File: src/rtl/pwm_timebase_pkg.sv
// Purpose: constants for the multichannel pwm timebase block
// Assumes: 200 MHz system clock, generic clock made by a divider
// Notes:   register byte offsets on an axi4-lite slave
// Operation
// enabled count starts at zero, steps per generic tick, wraps after top.
// spread zero makes the top field the effective top value.
// generic clock first, then the enable bit starts operation.
// timebase clear bit resets the count at once; outputs may glitch.
// timebase clear also resets spread counter and effective top value.
// nonzero spread runs a signed counter from minus range up to range.
// effective top value is top plus the current spread count.
// spread counter advances by one on every timebase wrap.
// spread range is clamped so effective top never exceeds 0xff.
// spread range is clamped so effective top never goes below zero.
// reading spread returns exactly the value software wrote.
// each channel duty value is write-only; reads never return it.
// output low when duty zero or count above duty, else high.
// single-value mode loads one duty into any selected channel set.
// multi-value mode loads four byte duties into four selected channels.
// duty changes are synchronised so outputs never glitch.
// alternate channels switch half a generic period later than others; here odd channels lag even ones by one system clock.
// pairing register zero sends each waveform straight to its output.
// paired even output is xor of both, odd is its inverse.
// pairing bit zero serves the lowest pair, upward from there.
// block keeps running while the processor is halted for debug.
// gated clocks halt the block; it resumes from preserved state.
// software disables the block before stopping its bus clock.
// register writes arriving while busy is set are discarded.
// duties apply only at top; busy stays set until then; while disabled the code applies them and clears busy at once.
// multi-value ignores absent channels; highest selector field wins.
// each wrap sets the overflow flag; masked flag raises interrupt.
package pwm_timebase_pkg;
  localparam int NUM_CH   = 8;
  localparam int NUM_PAIR = NUM_CH / 2;
  localparam int NUM_SEL  = 4;

  localparam logic [7:0] OFF_CONTROL   = 8'h00;
  localparam logic [7:0] OFF_SGL_DUTY  = 8'h04;
  localparam logic [7:0] OFF_MUL_DUTY  = 8'h08;
  localparam logic [7:0] OFF_MUL_SEL   = 8'h0c;
  localparam logic [7:0] OFF_IRQ_EN    = 8'h10;
  localparam logic [7:0] OFF_IRQ_DIS   = 8'h14;
  localparam logic [7:0] OFF_IRQ_MASK  = 8'h18;
  localparam logic [7:0] OFF_STATUS    = 8'h1c;
  localparam logic [7:0] OFF_STAT_CLR  = 8'h20;
  localparam logic [7:0] OFF_PARAM     = 8'h24;
  localparam logic [7:0] OFF_VERSION   = 8'h28;
  localparam logic [7:0] OFF_TOP       = 8'h2c;
  localparam logic [7:0] OFF_SGL_SET   = 8'h30;
  localparam logic [7:0] OFF_PAIRING   = 8'h40;

  localparam int CTL_EN_BIT     = 0;
  localparam int CTL_CLEAR_BIT  = 1;
  localparam int CTL_SPREAD_LSB = 8;
  localparam int ST_OVF_BIT     = 0;
  localparam int ST_READY_BIT   = 1;
  localparam int ST_BUSY_BIT    = 2;
  localparam int BYTE_W         = 8;

  localparam logic [7:0]  COUNT_MAX   = 8'hff;
  localparam logic [31:0] PARAM_VAL   = 32'h0000_0008;
  // version value is arbitrary
  localparam logic [31:0] VERSION_VAL = 32'h0000_0100;
  localparam logic [1:0]  RESP_OKAY   = 2'h0;
  localparam logic [1:0]  RESP_SLVERR = 2'h2;

  localparam int SYS_PERIOD_PS = 5000;
  localparam int GEN_PERIOD_PS = 20000;
  localparam int GEN_DIV  = GEN_PERIOD_PS / SYS_PERIOD_PS;
  localparam logic [3:0] DIV_LAST = 4'(GEN_DIV - 1);
  localparam logic [3:0] DIV_HALF = 4'(GEN_DIV / 2 - 1);
endpackage

File: src/rtl/multichannel_pwm_timebase.sv
// Purpose: pwm generator with shared timebase and spread spectrum top
// Assumes: generic clock is a tick enable derived from clk_sys_in
// Notes:   axi4-lite register slave; one write and one read in flight
//
// Added by the designer: the AXI4-Lite interface to the registers and the register addresses.
`timescale 1ns/100ps
module multichannel_pwm_timebase
  import pwm_timebase_pkg::*;
(
  input  wire logic               clk_sys_in,
  input  wire logic               reset_n_in,
  input  wire logic [7:0]         s_axi_awaddr_in,
  input  wire logic               s_axi_awvalid_in,
  output logic                    s_axi_awready_out,
  input  wire logic [31:0]        s_axi_wdata_in,
  input  wire logic [3:0]         s_axi_wstrb_in,
  input  wire logic               s_axi_wvalid_in,
  output logic                    s_axi_wready_out,
  output logic [1:0]              s_axi_bresp_out,
  output logic                    s_axi_bvalid_out,
  input  wire logic               s_axi_bready_in,
  input  wire logic [7:0]         s_axi_araddr_in,
  input  wire logic               s_axi_arvalid_in,
  output logic                    s_axi_arready_out,
  output logic [31:0]             s_axi_rdata_out,
  output logic [1:0]              s_axi_rresp_out,
  output logic                    s_axi_rvalid_out,
  input  wire logic               s_axi_rready_in,
  output logic [NUM_CH-1:0]       channel_wave_out,
  output logic [NUM_CH-1:0]       channel_wave_out_open_drain_out,
  output logic [NUM_CH-1:0]       channel_wave_od_oe_n_out,
  output logic                    irq_out
);

  function automatic logic hit(input logic [7:0] a, input logic [7:0] off);
    hit = (a[7:2] == off[7:2]);
  endfunction

  function automatic logic mapped(input logic [7:0] a);
    mapped = hit(a, OFF_CONTROL) | hit(a, OFF_SGL_DUTY) |
             hit(a, OFF_MUL_DUTY) | hit(a, OFF_MUL_SEL) |
             hit(a, OFF_IRQ_EN) | hit(a, OFF_IRQ_DIS) |
             hit(a, OFF_IRQ_MASK) | hit(a, OFF_STATUS) |
             hit(a, OFF_STAT_CLR) | hit(a, OFF_PARAM) |
             hit(a, OFF_VERSION) | hit(a, OFF_TOP) |
             hit(a, OFF_SGL_SET) | hit(a, OFF_PAIRING);
  endfunction

  function automatic logic [7:0] min8(input logic [7:0] a,
                                      input logic [7:0] b);
    min8 = (a < b) ? a : b;
  endfunction

  // bus side state
  logic        aw_held_ff, w_held_ff, awready_ff, wready_ff, bvalid_ff;
  logic [7:0]  aw_addr_ff;
  logic [31:0] w_data_ff;
  logic [3:0]  w_strb_ff;
  logic [1:0]  bresp_ff, rresp_ff;
  logic        arready_ff, rvalid_ff;
  logic [31:0] rdata_ff;
  // configuration and status
  logic                en_ff;
  logic [7:0]          spread_ff, top_ff, sgl_duty_ff;
  logic [31:0]         mul_duty_ff;
  logic [NUM_PAIR-1:0] pairing_ff;
  logic [1:0]          irq_mask_ff;
  logic                ovf_ff, busy_ff, irq_ff;
  // timebase and channels
  logic [3:0]          div_ff;
  logic [7:0]          count_ff;
  logic signed [8:0]   spread_cnt_ff;
  logic [7:0]          duty_ff [NUM_CH];
  logic [7:0]          pend_duty_ff [NUM_CH];
  logic [NUM_CH-1:0]   pend_mask_ff, wave_ff, out_ff, oe_n_ff;

  // write and read channel handshake
  wire aw_take  = s_axi_awvalid_in & awready_ff;
  wire w_take   = s_axi_wvalid_in & wready_ff;
  wire wr_fire  = aw_held_ff & w_held_ff & ~bvalid_ff;
  wire nxt_aw_held = ~wr_fire & (aw_held_ff | aw_take);
  wire nxt_w_held  = ~wr_fire & (w_held_ff | w_take);
  wire nxt_bvalid  = wr_fire | (bvalid_ff & ~s_axi_bready_in);
  wire ar_take  = s_axi_arvalid_in & arready_ff;
  wire nxt_rvalid  = ar_take | (rvalid_ff & ~s_axi_rready_in);

  // write decode; a busy block drops every write but still answers
  wire [7:0] wa    = aw_addr_ff;
  wire       wr_en = wr_fire & ~busy_ff;
  wire wr_ctl      = wr_en & hit(wa, OFF_CONTROL);
  wire wr_sgl_duty = wr_en & hit(wa, OFF_SGL_DUTY) & w_strb_ff[0];
  wire wr_mul_duty = wr_en & hit(wa, OFF_MUL_DUTY);
  wire wr_mul_sel  = wr_en & hit(wa, OFF_MUL_SEL);
  wire wr_irq_en   = wr_en & hit(wa, OFF_IRQ_EN) & w_strb_ff[0];
  wire wr_irq_dis  = wr_en & hit(wa, OFF_IRQ_DIS) & w_strb_ff[0];
  wire wr_stat_clr = wr_en & hit(wa, OFF_STAT_CLR) & w_strb_ff[0];
  wire wr_top      = wr_en & hit(wa, OFF_TOP) & w_strb_ff[0];
  wire wr_sgl_set  = wr_en & hit(wa, OFF_SGL_SET);
  wire wr_pairing  = wr_en & hit(wa, OFF_PAIRING) & w_strb_ff[0];
  wire ctl_lo      = wr_ctl & w_strb_ff[0];
  wire clr = ctl_lo & w_data_ff[CTL_CLEAR_BIT];

  // generic clock ticks: rising at tick, falling at half
  wire tick = (div_ff == DIV_LAST);
  wire half = (div_ff == DIV_HALF);

  // clamp the range so top +/- range stays inside 0..0xff
  wire [7:0] range = min8(spread_ff, min8(COUNT_MAX - top_ff, top_ff));
  wire signed [8:0] neg_range = -$signed({1'b0, range});
  wire signed [9:0] etv_sum = $signed({2'b00, top_ff}) +
                              ((range == 8'h00) ? 10'sh000 :
                               10'(spread_cnt_ff));
  wire [7:0] effective_top_value = etv_sum[9] ? 8'h00 :
                   (etv_sum[8] ? COUNT_MAX : etv_sum[7:0]);
  wire at_top = (count_ff >= effective_top_value);
  wire wrap   = en_ff & tick & at_top & ~clr;
  wire spread_last = (spread_cnt_ff >= $signed({1'b0, range}));

  // pending duties reach the channels only at top, or at once if stopped
  wire apply = busy_ff & (wrap | ~en_ff);
  wire [2:0] status = {busy_ff, ~busy_ff, ovf_ff};

  logic [7:0]        nxt_pend_duty [NUM_CH];
  logic [NUM_CH-1:0] nxt_pend_mask;
  logic [NUM_CH-1:0] raw_wave, nxt_out;

  always_comb begin
    nxt_pend_mask = apply ? '0 : pend_mask_ff;
    for (int i = 0; i < NUM_CH; i++) begin
      nxt_pend_duty[i] = pend_duty_ff[i];
      if (wr_sgl_set && w_data_ff[i]) begin
        nxt_pend_duty[i] = sgl_duty_ff;
        nxt_pend_mask[i] = 1'b1;
      end
    end
    // later selector fields overwrite earlier ones
    for (int k = 0; k < NUM_SEL; k++) begin
      for (int i = 0; i < NUM_CH; i++) begin
        if (wr_mul_sel && w_data_ff[k*BYTE_W +: BYTE_W] == 8'(i)) begin
          nxt_pend_duty[i] = mul_duty_ff[k*BYTE_W +: BYTE_W];
          nxt_pend_mask[i] = 1'b1;
        end
      end
    end
  end

  always_comb begin
    for (int i = 0; i < NUM_CH; i++) begin
      raw_wave[i] = en_ff & (duty_ff[i] != 8'h00) &
                    (count_ff <= duty_ff[i]);
    end
    for (int p = 0; p < NUM_PAIR; p++) begin
      // pair p covers channels 2p and 2p+1
      if (pairing_ff[p]) begin
        nxt_out[2*p]   = wave_ff[2*p] ^ wave_ff[2*p+1];
        nxt_out[2*p+1] = ~(wave_ff[2*p] ^ wave_ff[2*p+1]);
      end else begin
        nxt_out[2*p]   = wave_ff[2*p];
        nxt_out[2*p+1] = wave_ff[2*p+1];
      end
    end
  end

  wire [31:0] rd_val =
    hit(s_axi_araddr_in, OFF_CONTROL) ?
      {16'h0000, spread_ff, 7'h00, en_ff} :
    hit(s_axi_araddr_in, OFF_IRQ_MASK) ? {30'h0, irq_mask_ff} :
    hit(s_axi_araddr_in, OFF_STATUS)   ? {29'h0, status} :
    hit(s_axi_araddr_in, OFF_PARAM)    ? PARAM_VAL :
    hit(s_axi_araddr_in, OFF_VERSION)  ? VERSION_VAL :
    hit(s_axi_araddr_in, OFF_TOP)      ? {24'h0, top_ff} :
    hit(s_axi_araddr_in, OFF_PAIRING)  ? 32'(pairing_ff) :
    32'h0000_0000;                     // duty registers read zero

  always_ff @(posedge clk_sys_in) begin
    if (!reset_n_in) begin
      aw_held_ff <= 1'b0;
      w_held_ff  <= 1'b0;
      awready_ff <= 1'b0;
      wready_ff  <= 1'b0;
      bvalid_ff  <= 1'b0;
      bresp_ff   <= RESP_OKAY;
      aw_addr_ff <= 8'h00;
      w_data_ff  <= 32'h0000_0000;
      w_strb_ff  <= 4'h0;
    end else begin
      aw_held_ff <= nxt_aw_held;
      w_held_ff  <= nxt_w_held;
      awready_ff <= ~nxt_aw_held;
      wready_ff  <= ~nxt_w_held;
      bvalid_ff  <= nxt_bvalid;
      if (aw_take) aw_addr_ff <= s_axi_awaddr_in;
      if (w_take) begin
        w_data_ff <= s_axi_wdata_in;
        w_strb_ff <= s_axi_wstrb_in;
      end
      if (wr_fire) bresp_ff <= mapped(wa) ? RESP_OKAY : RESP_SLVERR;
    end
  end

  always_ff @(posedge clk_sys_in) begin
    if (!reset_n_in) begin
      arready_ff <= 1'b0;
      rvalid_ff  <= 1'b0;
      rdata_ff   <= 32'h0000_0000;
      rresp_ff   <= RESP_OKAY;
    end else begin
      arready_ff <= ~nxt_rvalid;
      rvalid_ff  <= nxt_rvalid;
      if (ar_take) begin
        rdata_ff <= rd_val;
        rresp_ff <= mapped(s_axi_araddr_in) ? RESP_OKAY : RESP_SLVERR;
      end
    end
  end

  always_ff @(posedge clk_sys_in) begin
    if (!reset_n_in) begin
      en_ff       <= 1'b0;
      spread_ff   <= 8'h00;
      top_ff      <= 8'h00;
      sgl_duty_ff <= 8'h00;
      mul_duty_ff <= 32'h0000_0000;
      pairing_ff  <= '0;
      irq_mask_ff <= 2'h0;
    end else begin
      if (ctl_lo) en_ff <= w_data_ff[CTL_EN_BIT];
      if (wr_ctl && w_strb_ff[1]) begin
        spread_ff <= w_data_ff[CTL_SPREAD_LSB +: BYTE_W];
      end
      if (wr_top) top_ff <= w_data_ff[7:0];
      if (wr_sgl_duty) sgl_duty_ff <= w_data_ff[7:0];
      if (wr_mul_duty) mul_duty_ff <= w_data_ff;
      if (wr_pairing) pairing_ff <= w_data_ff[NUM_PAIR-1:0];
      if (wr_irq_en) irq_mask_ff <= irq_mask_ff | w_data_ff[1:0];
      else if (wr_irq_dis) irq_mask_ff <= irq_mask_ff & ~w_data_ff[1:0];
    end
  end

  // one system clock drives all of it, so a debug halt elsewhere does not
  // stop it, and a gated clock freezes every flop in place
  always_ff @(posedge clk_sys_in) begin
    if (!reset_n_in) begin
      div_ff        <= 4'h0;
      count_ff      <= 8'h00;
      spread_cnt_ff <= 9'sh000;
    end else begin
      div_ff <= tick ? 4'h0 : div_ff + 4'h1;
      if (!en_ff || clr) begin
        count_ff      <= 8'h00;
        spread_cnt_ff <= neg_range;
      end else if (tick) begin
        if (at_top) begin
          count_ff      <= 8'h00;
          spread_cnt_ff <= spread_last ? neg_range :
                           spread_cnt_ff + 9'sh001;
        end else begin
          count_ff <= count_ff + 8'h01;
        end
      end
    end
  end

  always_ff @(posedge clk_sys_in) begin
    if (!reset_n_in) begin
      busy_ff      <= 1'b0;
      pend_mask_ff <= '0;
      for (int i = 0; i < NUM_CH; i++) begin
        duty_ff[i]      <= 8'h00;
        pend_duty_ff[i] <= 8'h00;
      end
    end else begin
      busy_ff      <= (busy_ff & ~apply) | wr_sgl_set | wr_mul_sel;
      pend_mask_ff <= nxt_pend_mask;
      for (int i = 0; i < NUM_CH; i++) begin
        pend_duty_ff[i] <= nxt_pend_duty[i];
        if (apply && pend_mask_ff[i]) duty_ff[i] <= pend_duty_ff[i];
      end
    end
  end

  // odd channels move one system clock, a quarter generic period, late to spread pin edges
  always_ff @(posedge clk_sys_in) begin
    if (!reset_n_in) begin
      wave_ff  <= '0;
      out_ff   <= '0;
      oe_n_ff  <= '1;
      ovf_ff   <= 1'b0;
      irq_ff   <= 1'b0;
    end else begin
      for (int i = 0; i < NUM_CH; i++) begin
        if (i % 2 == 0 || half) wave_ff[i] <= raw_wave[i];
      end
      out_ff  <= nxt_out;
      oe_n_ff <= nxt_out;          // drive the open drain pin only low
      // a wrap in the clearing cycle still leaves the flag set
      ovf_ff  <= wrap | (ovf_ff & ~(wr_stat_clr &
                 w_data_ff[ST_OVF_BIT]));
      irq_ff  <= (ovf_ff & irq_mask_ff[ST_OVF_BIT]) |
                 (~busy_ff & irq_mask_ff[ST_READY_BIT]);
    end
  end

  assign s_axi_awready_out  = awready_ff;
  assign s_axi_wready_out   = wready_ff;
  assign s_axi_bvalid_out   = bvalid_ff;
  assign s_axi_bresp_out    = bresp_ff;
  assign s_axi_arready_out  = arready_ff;
  assign s_axi_rvalid_out   = rvalid_ff;
  assign s_axi_rdata_out    = rdata_ff;
  assign s_axi_rresp_out    = rresp_ff;
  assign channel_wave_out   = out_ff;
  assign channel_wave_od_oe_n_out = oe_n_ff;
  assign channel_wave_out_open_drain_out = '0;
  assign irq_out            = irq_ff;
endmodule

File: config.mk
export PLATFORM = sky130hd
export DESIGN_NAME = multichannel_pwm_timebase
export DESIGN_NICKNAME = d
export VERILOG_FILES = /design/src/rtl/pwm_timebase_pkg.sv /design/src/rtl/multichannel_pwm_timebase.sv
export SDC_FILE = /design/constraint.sdc
export NUM_CORES = 1
export LEC_CHECK = 0
export ABC_CLOCK_PERIOD_IN_PS = 24000
export BUFFER_PORTS_ARGS = -buffer_cell sky130_fd_sc_hd__buf_2
export CAP_MARGIN = 10
export CORE_MARGIN = 2
export CORE_UTILIZATION = 55
export CTS_CLUSTER_SIZE = 30
export DETAILED_ROUTE_END_ITERATION = 12
export GPL_ROUTABILITY_DRIVEN = 1
export PLACE_DENSITY = 0.74
export SLEW_MARGIN = 20
export SYNTH_ARGS = -nofsm -noshare
export SYNTH_HDL_FRONTEND = slang
export SYNTH_SLANG_ARGS = --single-unit
File: constraint.sdc
create_clock -name clk_sys_in -period 24 [get_ports clk_sys_in]
set_clock_uncertainty 0.1 [all_clocks]
set_input_delay 6 -clock clk_sys_in [delete_from_list [all_inputs] [get_ports clk_sys_in]]
set_output_delay 6 -clock clk_sys_in [all_outputs]
set_load 0.02 [all_outputs]
; ---- After elaboration in Yosys (flattened, before gate mapping)
; Memory sizes are Yosys's and may differ from the RTL's.
; Cells that the tools add are included.
[op_classes]
add_sub_neg = 6
n_mul = 0
div_mod_pow = 0
order_cmp = 12
eq_ne = 56
n_shift = 0
muxes = 148
bitwise_logic = 128
n_reduce_logical = 80
[op_table]
columns = op, count
row1 = 2-to-1 mux 8 bit, 63
row2 = equality test 8 x 3 -> 1 bit (second input constant), 16
row3 = 2-to-1 mux 9 bit, 8
row4 = 2-to-1 mux 1 bit, 66
row5 = equality test 8 x 2 -> 1 bit (second input constant), 8
row6 = <= comparator 8 bit, 8
row7 = nonzero test 8 bit, 8
row8 = equality test 6 x 4 -> 1 bit (second input constant), 10
row9 = bitwise AND 1 bit, 53
row10 = bitwise OR 1 bit, 51
row11 = logical AND 1 bit, 49
row12 = equality test 6 x 3 -> 1 bit (second input constant), 8
row13 = nonzero test 6 bit, 8
row14 = logical NOT 8 bit, 5
row15 = equality test 8 x 1 -> 1 bit (second input constant), 4
row16 = equality test 6 x 2 -> 1 bit (second input constant), 4
row17 = inverter 1 bit, 17
row18 = < comparator 8 bit, 2
row19 = 2-to-1 mux 16 bit, 1
row20 = 2-to-1 mux 2 bit, 8
row21 = equality test 6 x 1 -> 1 bit (second input constant), 2
row22 = equality test 6 x 5 -> 1 bit (second input constant), 2
row23 = logical NOT 6 bit, 2
row24 = adder 9 x 10 -> 10 bit, 1
row25 = other kinds (20), 26
[word_totals]
ff_bits = 204
latchBits = 0
ram_bits = 128
mem_bits_ro = 0
in_bits = 59
out_inout_bits = 66
wordCells = 470
memories = 2
[mem_list]
columns = name, depth, width, rd, rd_ports_with_merged_regs, wr, line
row1 = duty_ff, 8, 8, 8, 0, 8, multichannel_pwm_timebase.sv:73  ; logic [7:0] duty_ff [NUM_CH];
row2 = pend_duty_ff, 8, 8, 8, 0, 8, multichannel_pwm_timebase.sv:74  ; logic [7:0] pend_duty_ff [NUM_CH];

; ---- Longest topological paths before layout
; Gate-level depths: netlist of the first run.
[logic_depth]
ltp_word = 21
depth_mapped = 34
depth_no_buf = 28

; ---- Worst setup path before layout of the first run
; OpenSTA, ideal clock, no wires.
[synth_path]
kind = reg2reg
start = register top_ff[7]
end = memory duty_ff[0][0] (data pin)
setup_time_ns = 0.255
arrival_ns = 7.552
t_required_ns = 23.645
setup_slack_ns = 16.092
path_stages_with_launch = 35
n_path_buf = 6
synth_period_minus_slack_ns = 7.908
cell_sequence = dfxtp_1 -> buf_1 -> xnor2_1 -> ha_1 -> a211oi_1 -> nand3_1 -> o21ai_1 -> clkbuf_1 -> mux2_2 -> ha_1 -> nand2_1 -> nor2_1 -> mux2i_1 -> and2_1 -> ha_1 -> fa_1 -> a211oi_1 -> o21bai_1 -> a21oi_1 -> o21ai_0 -> o21ai_0 -> xor2_1 -> o21ai_0 -> ha_1 -> a21o_1 -> a221o_1 -> a41oi_1 -> nand2b_1 -> clkbuf_1 -> a21o_1 -> clkbuf_1 -> nor2_1 -> clkbuf_1 -> clkbuf_1 -> and3_1
[synth_lines]
columns = element, line
row1 = start: declaration, multichannel_pwm_timebase.sv:64  ; logic [7:0] spread_ff, top_ff, sgl_duty_ff;
row2 = start signal: assignment, multichannel_pwm_timebase.sv:231  ; if (wr_top) top_ff <= w_data_ff[7:0];
row3 = end: declaration, multichannel_pwm_timebase.sv:73

==> flow_summary.rst, run 1 <==
.. list-table::
   :header-rows: 1

   * - Metric
     - Value
   * - Root Buffer
     - sky130_fd_sc_hd__clkbuf_16
   * - Type of element launching the critical path
     - flip-flop
   * - Share of Yosys cell area claimed by the top area cell type
     - 27.4%
   * - Number of buffers inserted by hold repair at cts
     - 0
   * - Setup slack of the critical path after layout
     - 15.30 ns
   * - Detailed Place HPWL
     - 38200 µm
   * - Synthesis-stage register bit count
     - 312
   * - Synthesized area per cell
     - 8.27 µm²
   * - Worst endpoint required time
     - 24.16 ns
   * - Final Net Count
     - 2349
   * - Headroom to the max-slew limit
     - 23.8%
   * - CP Max Fanout
     - 48
   * - Sum Neg Setup Slack
     - 0 ns
   * - Most common cell in the synthesized netlist
     - sky130_fd_sc_hd__nand2_1
   * - Longest individual stage delay on the worst path
     - 0.81 ns
   * - Leakage power
     - 8.00 nW
   * - EDFF count, synth
     - 64
   * - Cell row count
     - 66
   * - Number of global-route vias before repair
     - 15000
   * - Post-detailed-route count of antenna-violating nets
     - 0
   * - Achievable Freq
     - 0.115 GHz
   * - Hold Fails Final Rpt
     - 0
   * - CTS clock-pin slew for the worst setup and hold paths
     - 0.06 ns
   * - Data arrival, critical path
     - 8.86 ns
   * - Number of synthesis warnings
     - 0
   * - Setup Slack @ Placement
     - 15.32 ns
   * - Number of inserted diodes
     - 0
   * - Remaining routing DRC violations
     - 0
   * - Post-route clock period utilization
     - 36.2%
   * - Total iterations of the first detailed-routing run
     - 7
   * - Die span in x
     - 185 µm
   * - Predominant post-synthesis flop cell
     - sky130_fd_sc_hd__dfxtp_1
   * - Vias/cell
     - 6.19
   * - Cell types with the highest counts after synthesis
     - 328 x sky130_fd_sc_hd__nand2_1, 248 x sky130_fd_sc_hd__dfxtp_1, 168 x sky130_fd_sc_hd__nor2_1
   * - Clock insertion delay at the later pin of the skew report
     - 0.52 ns
   * - Total non-filler cell area in the finished layout
     - 19700 µm²
   * - Layout cells sized above 1
     - 9.89%
   * - Initial standard-cell utilization of the core
     - 55.8%
   * - Vertical extent of the die
     - 185 µm
   * - Worst Path Class, Setup
     - flip-flop to flip-flop
   * - Result of the run
     - complete, no violations
   * - Area growth, synth to finish
     - 8.99%
   * - Post-CTS Repair Setup Buffers
     - 0
   * - Worst voltage drop across the vdd grid
     - 56.4 µV
   * - Share of synthesized registers carrying an async set or reset
     - 0%
   * - Transition time of the tightest slew-check pin
     - 1.13 ns
   * - H-Tree Level Count
     - 2
   * - TritonCTS Sinks
     - 312
   * - Type of the tightest min-delay check
     - flip-flop to flip-flop
   * - Crit path top cell by count
     - sky130_fd_sc_hd__ha_1
   * - Time the final worst path needs with I/O delays and setup
     - 8.70 ns
   * - Maximum clock insertion buffer count
     - 3
   * - Number of max-slew violations in the final report
     - 0
   * - Global Route Usage Sum
     - 31.0%
   * - TritonCTS clock tree
     - yes
   * - GP Congestion
     - 1.03
   * - Pin count of the biggest net entering global routing
     - 68
   * - Setup repair after global routing missed its margin
     - no
   * - Multi-input logic area
     - 10200 µm²
   * - Count of port buffers added during placement
     - 92
   * - Total placed instance area
     - 18600 µm²
   * - Total via count after detailed routing
     - 16400
   * - Critical-path cell with the highest stage delay
     - sky130_fd_sc_hd__dfxtp_1
   * - Power density over the cells
     - 57.2 nW/µm²
   * - Cell area after technology mapping
     - 18100 µm²
   * - Number of different library cells in the post-synthesis netlist
     - 82
   * - Grt ovf
     - 0
   * - Crit. End Element
     - flip-flop
   * - Sequential-to-total area share from yosys stat
     - 38.0%
   * - Synthesized instance count
     - 2190
   * - Final-report setup violation count
     - 0
   * - Initial DRC count
     - 1795
   * - Resize count post-CTS
     - 0
   * - Core outline area
     - 32500 µm²
   * - Cells taking the most area after synthesis
     - sky130_fd_sc_hd__dfxtp_1 27%, sky130_fd_sc_hd__edfxtp_1 11%, sky130_fd_sc_hd__ha_1 6.8%
   * - Ports
     - 125
   * - Most area-hungry cell type in the Yosys netlist
     - sky130_fd_sc_hd__dfxtp_1
   * - FF/Latch Area
     - 6890 µm²
   * - Die area
     - 34400 µm²
   * - Number of buffers added by the clock tree synthesis step
     - 34
   * - Total routed wirelength
     - 53300 µm
   * - Antenna violations before repair
     - 1
   * - Number of fillers in the final layout
     - 2819
   * - WL/cell
     - 20.1 µm
   * - Global-route wire length before repair
     - 82600 µm
   * - Max-cap violations
     - 0
==> registers in the layout, summed over array words and instances (netlist names), 6 cells and up, named ones only <==
signal,flops
pend_duty_ff,64
sgl_duty_ff,8
channel_wave_od_oe_n_out,8
mul_duty_ff,32
s_axi_rdata_out,16
w_data_ff,32
pend_mask_ff,8
wave_ff,8
spread_ff,8
top_ff,8
duty_ff,64
channel_wave_out,8
spread_cnt_ff,9
count_ff,8
aw_addr_ff,6
==> per-stage QoR <==
step | util [%] | std cells | power, W | hold slack (ns)
detailed placement | 57.3 | 2596 | 0.000623 | 0.335
global placement | 57.3 | 2596 | 0.000621 | 0.331
global route | 60.8 | 2657 | 0.00117 | 0.357
floorplan | - | 2215 | 0.000608 | 0.317
CTS | 60.7 | 2657 | 0.00113 | 0.349
finish | 60.8 | 2657 | 0.00113 | 0.345
==> critical path, delay by kind of cell, from the launching register on <==
family	cells	cell delay, ns
AO/OA/AOI/OAI	12	2.74
XOR/XNOR	2	0.62
adder cells (fa/ha/maj)	5	1.68
buffers and inverters	3	0.73
flip-flops	1	0.81
multiplexers	2	0.67
AND/OR/NAND/NOR	7	1.03
==> placed cells by master (no fill, tap or decap), types with 41 or more instances in the layout <==
| master | n |
|---|---|
| sky130_fd_sc_hd__a221oi_1 | 41 |
| sky130_fd_sc_hd__inv_1 | 88 |
| sky130_fd_sc_hd__ha_1 | 99 |
| sky130_fd_sc_hd__mux2i_1 | 92 |
| sky130_fd_sc_hd__and3_1 | 65 |
| sky130_fd_sc_hd__edfxtp_1 | 64 |
| sky130_fd_sc_hd__a21oi_1 | 165 |
| sky130_fd_sc_hd__nor2_1 | 167 |
| sky130_fd_sc_hd__nand2_1 | 327 |
| sky130_fd_sc_hd__dfxtp_1 | 248 |
| sky130_fd_sc_hd__o21ai_0 | 106 |
| sky130_fd_sc_hd__nor3_1 | 47 |
| sky130_fd_sc_hd__nand3_1 | 56 |
| sky130_fd_sc_hd__buf_2 | 92 |
==> cell type report <==
| class | instances | area share (%) |
|---|---|---|
| clock buffer | 48 | 4.88 |
| clock inverter | 13 | 0.729 |
| inverter | 90 | 1.73 |
| multi-input combinational | 1636 | 51.7 |
| sequential | 312 | 34.9 |
| tap | 442 | 2.80 |
| timing repair buffer | 116 | 3.25 |
==> per-layer routing <==
layer / GRT usage (%) / up-vias / wire [µm]
li1: - / 7770 / -
met4: 13.4 / 0 / 2690
met3: 5.94 / 201 / 5250
met1: 42.2 / 7565 / 22600
met5: 0 / - / 0
met2: 47.9 / 902 / 22700
==> logic make-up (layout without fill, tap and decap cells) <==
group                      Yosys count  count (layout)  synth area share [%]
xor gates and xnor gates            37              37                  1.79
and+or+nand+nor                    893             893                  24.5
adders and majority gates          100             100                  6.95
buffers and inverters              267             267                  6.31
other                                2              27                0.0415
AOI/OAI and AO/OA                  475             475                  16.5
DFF                                312             312                  38.0
muxes                              104             104                  5.83
==> power breakdown <==
part / internal [W] / switching, W
Clock: 0.000304 / 0.000211
Combinational: 0.0000180 / 0.0000393
Sequential: 0.000544 / 0.0000119
==> worst paths after layout <==
| path | startpoint | end | slack [ns] | cells after the start |
|---|---|---|---|---|
| max reg2reg | top_ff[7] | duty_ff[0][5] | 15.30 | 31 |
| min reg2reg | pend_duty_ff[0][2] | pend_duty_ff[0][2] | 0.34 | 2 |
| max | top_ff[7] | duty_ff[0][5] | 15.30 | 31 |
| min | pend_duty_ff[0][2] | pend_duty_ff[0][2] | 0.34 | 2 |
(Power assumes the default switching activity.)
==> inputs of run 2 (changes only) <==
ABC_CLOCK_PERIOD_IN_PS = 7200   (was 24000)
PLACE_DENSITY = 0.77   (was 0.74)
clock period = 7.2 ns   (was 24 ns; I/O delays follow)
==> flow_summary.rst, run 2 (synthesis results as in run 1) <==
.. list-table::
   :header-rows: 1

   * - Metric
     - Value
   * - Cell row count
     - 66
   * - Count of port buffers added during placement
     - 92
   * - Data arrival, critical path
     - 6.94 ns
   * - FF-to-FF setup slack
     - 0.43 ns
   * - Total routed wirelength
     - 53900 µm
   * - Initial standard-cell utilization of the core
     - 55.8%
   * - Combinational group share of total power
     - 5.2%
   * - Detailed Place HPWL
     - 39000 µm
   * - Commonest non-fill, non-tap cell in the layout
     - sky130_fd_sc_hd__nand2_1
   * - Number of fillers in the final layout
     - 2873
   * - Initial DRC count
     - 1647
   * - Largest regs
     - duty_ff (64), pend_duty_ff (64)
   * - Transition time of the tightest slew-check pin
     - 1.13 ns
   * - GP Congestion
     - 1.01
   * - Global-route wire length before repair
     - 83200 µm
   * - Final-report setup violation count
     - 0
   * - Antenna violations before repair
     - 1
   * - Number of global-route vias before repair
     - 14900
   * - Clock insertion delay at the later pin of the skew report
     - 0.55 ns
   * - Result of the run
     - complete, no violations
   * - Core outline area
     - 32500 µm²
   * - Total iterations of the first detailed-routing run
     - 6
   * - TritonCTS clock tree
     - yes
   * - Layout cells sized above 1
     - 11.5%
   * - Post-detailed-route count of antenna-violating nets
     - 0
   * - Critical-path cell with the highest stage delay
     - sky130_fd_sc_hd__mux2_2
   * - Vertical extent of the die
     - 185 µm
   * - Remaining routing DRC violations
     - 0
   * - Area growth, synth to finish
     - 10.5%
   * - Max-cap violations
     - 0
   * - Grt ovf
     - 0
   * - Final Net Count
     - 2368
   * - Worst Path Class, Setup
     - flip-flop to flip-flop
   * - Final standard cell utilization of the core
     - 61.7%
   * - Power density over the cells
     - 190 nW/µm²
   * - Cell Int Power
     - 0.00287 W
   * - Leakage power
     - 8.14 nW
   * - Pin count of the biggest net entering global routing
     - 130
   * - Headroom to the max-slew limit
     - 24.3%
   * - Maximum clock insertion buffer count
     - 3
   * - Total via count after detailed routing
     - 16500
   * - TritonCTS Sinks
     - 312
   * - Crit path top cell by count
     - sky130_fd_sc_hd__ha_1
   * - CTS clock-pin slew for the worst setup and hold paths
     - 0.06 ns
   * - Number of max-slew violations in the final report
     - 0
   * - Final worst hold slack
     - 0.351 ns
   * - Longest individual stage delay on the worst path
     - 0.38 ns
   * - H-Tree Level Count
     - 2
   * - Global Route Usage Sum
     - 31.2%
   * - Post-route clock period utilization
     - 94.0%
   * - Vias/cell
     - 6.16
   * - Switching share of total power
     - 24.4%
   * - Clock network power share
     - 46.1%
   * - Seq pwr share
     - 48.8%
   * - Root Buffer
     - sky130_fd_sc_hd__clkbuf_16
   * - Crit. End Element
     - flip-flop
   * - Net switching power of the design
     - 0.000927 W
   * - Top library cells by usage in the layout, fill and taps aside
     - 327 x sky130_fd_sc_hd__nand2_1, 247 x sky130_fd_sc_hd__dfxtp_1, 167 x sky130_fd_sc_hd__nor2_1
   * - Die area
     - 34400 µm²
   * - Worst endpoint required time
     - 7.38 ns
   * - Number of buffers added by the clock tree synthesis step
     - 34
   * - Achievable Freq
     - 0.148 GHz
   * - Worst voltage drop across the vdd grid
     - 199 µV
   * - Die span in x
     - 185 µm
   * - Type of element launching the critical path
     - flip-flop
   * - Type of the tightest min-delay check
     - flip-flop to flip-flop
   * - Hold Fails Final Rpt
     - 0
   * - Ports
     - 125
   * - CP Max Fanout
     - 24
   * - Time the final worst path needs with I/O delays and setup
     - 6.77 ns
   * - WL/cell
     - 20.1 µm
## run 2: critical path, delay by kind of cell (launching register included)
kind / cells / cell delay [ns]
buffers and inverters: 3 / 0.47
and+or+nand+nor: 9 / 1.63
DFF: 1 / 0.37
AOI/OAI and AO/OA: 10 / 2.05
adders and majority gates: 4 / 1.05
muxes: 2 / 0.62
xor gates and xnor gates: 1 / 0.19
## run 2: per-stage QoR
stage / instance area, µm² / power (W) / cells / TNS (ns) / setup slack [ns]
floorplan: 18200 / 0.00203 / 2215 / 0 / 0.00778
global placement: 18800 / 0.00207 / 2613 / 0 / 0.0612
detailed placement: 18800 / 0.00208 / 2613 / -10.20 / -0.126
CTS: 19900 / 0.00381 / 2675 / 0 / 0.129
global route: 20000 / 0.00391 / 2678 / -0.585 / -0.0582
finish: 20000 / 0.00380 / 2678 / 0 / 0.435
## run 2: what timing repair did
action,4_1_cts,5_1_grt
hold buffers,0,0
pin swaps,0,2
endpoints found under the setup margin,112,137
resized for setup,2,14
buffers inserted,0,1
endpoints found under the hold margin,0,0
gates cloned,0,1
## run 2: final cells by class
type                    instances  area (µm²)  area share (%)
well taps                     442         553            2.76
inverters                      90         340            1.70
multi-input cells            1637       10300            51.5
diodes                          1        2.50          0.0125
clock inverters                18         180           0.900
clock buffers                  44         953            4.76
repair buffers                134         792            3.96
flip-flops and latches        312        6890            34.4
## run 2: path summary, 6_finish.rpt
| check | start | to | depth (start not counted) |
|---|---|---|---|
| setup / recovery | top_ff[7] | duty_ff[1][10] | 29 |
| hold / removal | pend_duty_ff[1][22] | pend_duty_ff[1][22] | 2 |
| setup reg to reg | top_ff[7] | duty_ff[1][10] | 29 |
| hold reg to reg | pend_duty_ff[1][22] | pend_duty_ff[1][22] | 2 |
## run 2: metal layers
layer	global-route usage [%]	part of all wire, %
met5	0	0
met2	47.7	44
met3	5.19	8.9
met4	12.0	3.8
met1	44.0	43
## run 2: power groups by stage
| stage | Clock [W] | Sequential (W) | Combinational [W] |
|---|---|---|---|
| 6_report | 0.00175 | 0.00185 | 0.000197 |
| 2_1_floorplan | 0 | 0.00187 | 0.000151 |
| 3_5_place_dp | 0 | 0.00189 | 0.000192 |
| 5_1_grt | 0.00184 | 0.00185 | 0.000219 |
| 3_3_place_gp | 0 | 0.00189 | 0.000186 |
| 4_1_cts | 0.00177 | 0.00185 | 0.000193 |
==> inputs of run 3 (changes only) <==
ABC_CLOCK_PERIOD_IN_PS = 7400   (was 7200)
PLACE_DENSITY = 0.74   (was 0.77)
TNS_END_PERCENT = 50   (was unset)
clock period = 7.4 ns   (was 7.2 ns; I/O delays follow)
==> flow_summary.rst, run 3 (synthesis results as in run 1) <==
.. list-table::
   :header-rows: 1

   * - Metric
     - Value
   * - Largest regs
     - duty_ff (64), pend_duty_ff (64)
   * - Number of buffers added by the clock tree synthesis step
     - 34
   * - Number of cells on the worst reg-to-reg path
     - 31
   * - Setup Slack @ Placement
     - 0.174 ns
   * - CP Max Fanout
     - 15
   * - GP Congestion
     - 1.02
   * - TritonCTS clock tree
     - yes
   * - Setup repair after global routing missed its margin
     - no
   * - Ports
     - 125
   * - Achievable Freq
     - 0.145 GHz
   * - Detailed Place HPWL
     - 38900 µm
   * - Crit. End Element
     - flip-flop
   * - Total iterations of the first detailed-routing run
     - 7
   * - Final Net Count
     - 2366
   * - Leakage power
     - 8.07 nW
   * - Total non-filler cell area in the finished layout
     - 19900 µm²
   * - Number of global-route vias before repair
     - 14900
   * - FF-to-FF setup slack
     - 0.51 ns
   * - Result of the run
     - complete, no violations
   * - Top library cells by usage in the layout, fill and taps aside
     - 319 x sky130_fd_sc_hd__nand2_1, 248 x sky130_fd_sc_hd__dfxtp_1, 167 x sky130_fd_sc_hd__nor2_1
   * - TritonCTS Sinks
     - 312
   * - Total placed instance area
     - 18800 µm²
   * - Longest individual stage delay on the worst path
     - 0.38 ns
   * - Vertical extent of the die
     - 185 µm
   * - Post-route clock period utilization
     - 93.1%
   * - Root Buffer
     - sky130_fd_sc_hd__clkbuf_16
   * - Initial DRC count
     - 1673
   * - Area growth, synth to finish
     - 9.98%
   * - Type of element launching the critical path
     - flip-flop
   * - Layout cells sized above 1
     - 11.2%
   * - WL/cell
     - 20.1 µm
   * - Sum Neg Setup Slack
     - 0 ns
   * - Die area
     - 34400 µm²
   * - Maximum clock insertion buffer count
     - 3
   * - Max-cap violations
     - 0
   * - Number of fillers in the final layout
     - 2809
   * - Critical-path cell with the highest stage delay
     - sky130_fd_sc_hd__dfxtp_1
   * - Die span in x
     - 185 µm
   * - Final-report setup violation count
     - 0
   * - Data arrival, critical path
     - 6.97 ns
   * - Remaining routing DRC violations
     - 0
   * - Post-detailed-route count of antenna-violating nets
     - 0
   * - Total via count after detailed routing
     - 16500
   * - Time the final worst path needs with I/O delays and setup
     - 6.89 ns
   * - Worst voltage drop across the vdd grid
     - 211 µV
   * - Headroom to the max-slew limit
     - 29.0%
   * - Count of port buffers added during placement
     - 92
   * - Type of the tightest min-delay check
     - flip-flop to flip-flop
   * - Pin count of the biggest net entering global routing
     - 92
   * - Worst Path Class, Setup
     - flip-flop to flip-flop
   * - Worst endpoint required time
     - 7.48 ns
   * - Vias/cell
     - 6.16
   * - Global-route wire length before repair
     - 83400 µm
   * - Hold Fails Final Rpt
     - 0
   * - Power density over the cells
     - 182 nW/µm²
   * - Setup slack of the critical path after layout
     - 0.513 ns
   * - Total routed wirelength
     - 53700 µm
   * - Antenna violations before repair
     - 0
   * - Final standard cell utilization of the core
     - 61.3%
   * - Transition time of the tightest slew-check pin
     - 1.06 ns
   * - CTS clock-pin slew for the worst setup and hold paths
     - 0.06 ns
   * - Number of max-slew violations in the final report
     - 0
   * - Min-Delay Path Depth
     - 2
   * - Final worst hold slack
     - 0.350 ns
   * - Grt ovf
     - 0
   * - Initial standard-cell utilization of the core
     - 55.8%
   * - Commonest non-fill, non-tap cell in the layout
     - sky130_fd_sc_hd__nand2_1
   * - Clock insertion delay at the later pin of the skew report
     - 0.52 ns
   * - Global Route Usage Sum
     - 31.1%
   * - Number of inserted diodes
     - 0
   * - Cell row count
     - 66
   * - H-Tree Level Count
     - 2
   * - Number of buffers inserted by hold repair at cts
     - 0
   * - Core outline area
     - 32500 µm²
-- run 3: layout make-up --
cell class | count | area, µm² | share of cell area (%)
clock inverters | 19 | 158 | 0.792
flip-flops and latches | 312 | 6890 | 34.6
multi-input cells | 1636 | 10300 | 51.5
inverters | 90 | 340 | 1.71
repair buffers | 133 | 797 | 4.00
well taps | 442 | 553 | 2.78
clock buffers | 42 | 912 | 4.58
-- run 3: worst paths after layout --
| check | startpoint | end |
|---|---|---|
| worst max-delay path | top_ff[7] | duty_ff[1][13] |
| worst min-delay path | pend_duty_ff[0][0] | pend_duty_ff[0][0] |
| worst max register to register | top_ff[7] | duty_ff[1][13] |
| worst min register to register | pend_duty_ff[0][0] | pend_duty_ff[0][0] |
-- run 3: timing repair --
item | in CTS | in global routing
resized for setup | 0 | 16
hold endpoints to repair | 0 | 0
setup buffers | 0 | 1
endpoints found under the setup margin | 0 | 131
-- run 3: through the flow --
stage,instances,total power [W]
global placement,2612,0.00202
global route,2674,0.00374
CTS,2673,0.00364
detailed placement,2612,0.00202
finish,2674,0.00363
floorplan,2215,0.00197
-- run 3: report_power, final --
group          switching (W)  internal [W]
registers          0.0000397       0.00176
logic               0.000127     0.0000589
clock network       0.000691      0.000952
-- run 3: metal layers --
layer	global-route usage (%)	part of all wire [%]	up-vias
li1	-	-	7798
met1	43.6	43	7638
met2	47.2	43	854
met3	5.41	9.4	182
met4	13.3	4.7	0
met5	0	0	-
-- run 3: worst max-delay path, delay by kind of cell (launching register included) --
kind	cells	cell delay (ns)
AOI/OAI and AO/OA	10	1.99
muxes	2	0.70
and+or+nand+nor	10	1.51
xor gates and xnor gates	1	0.15
DFF	1	0.38
buffers and inverters	4	0.78
adders and majority gates	4	0.94
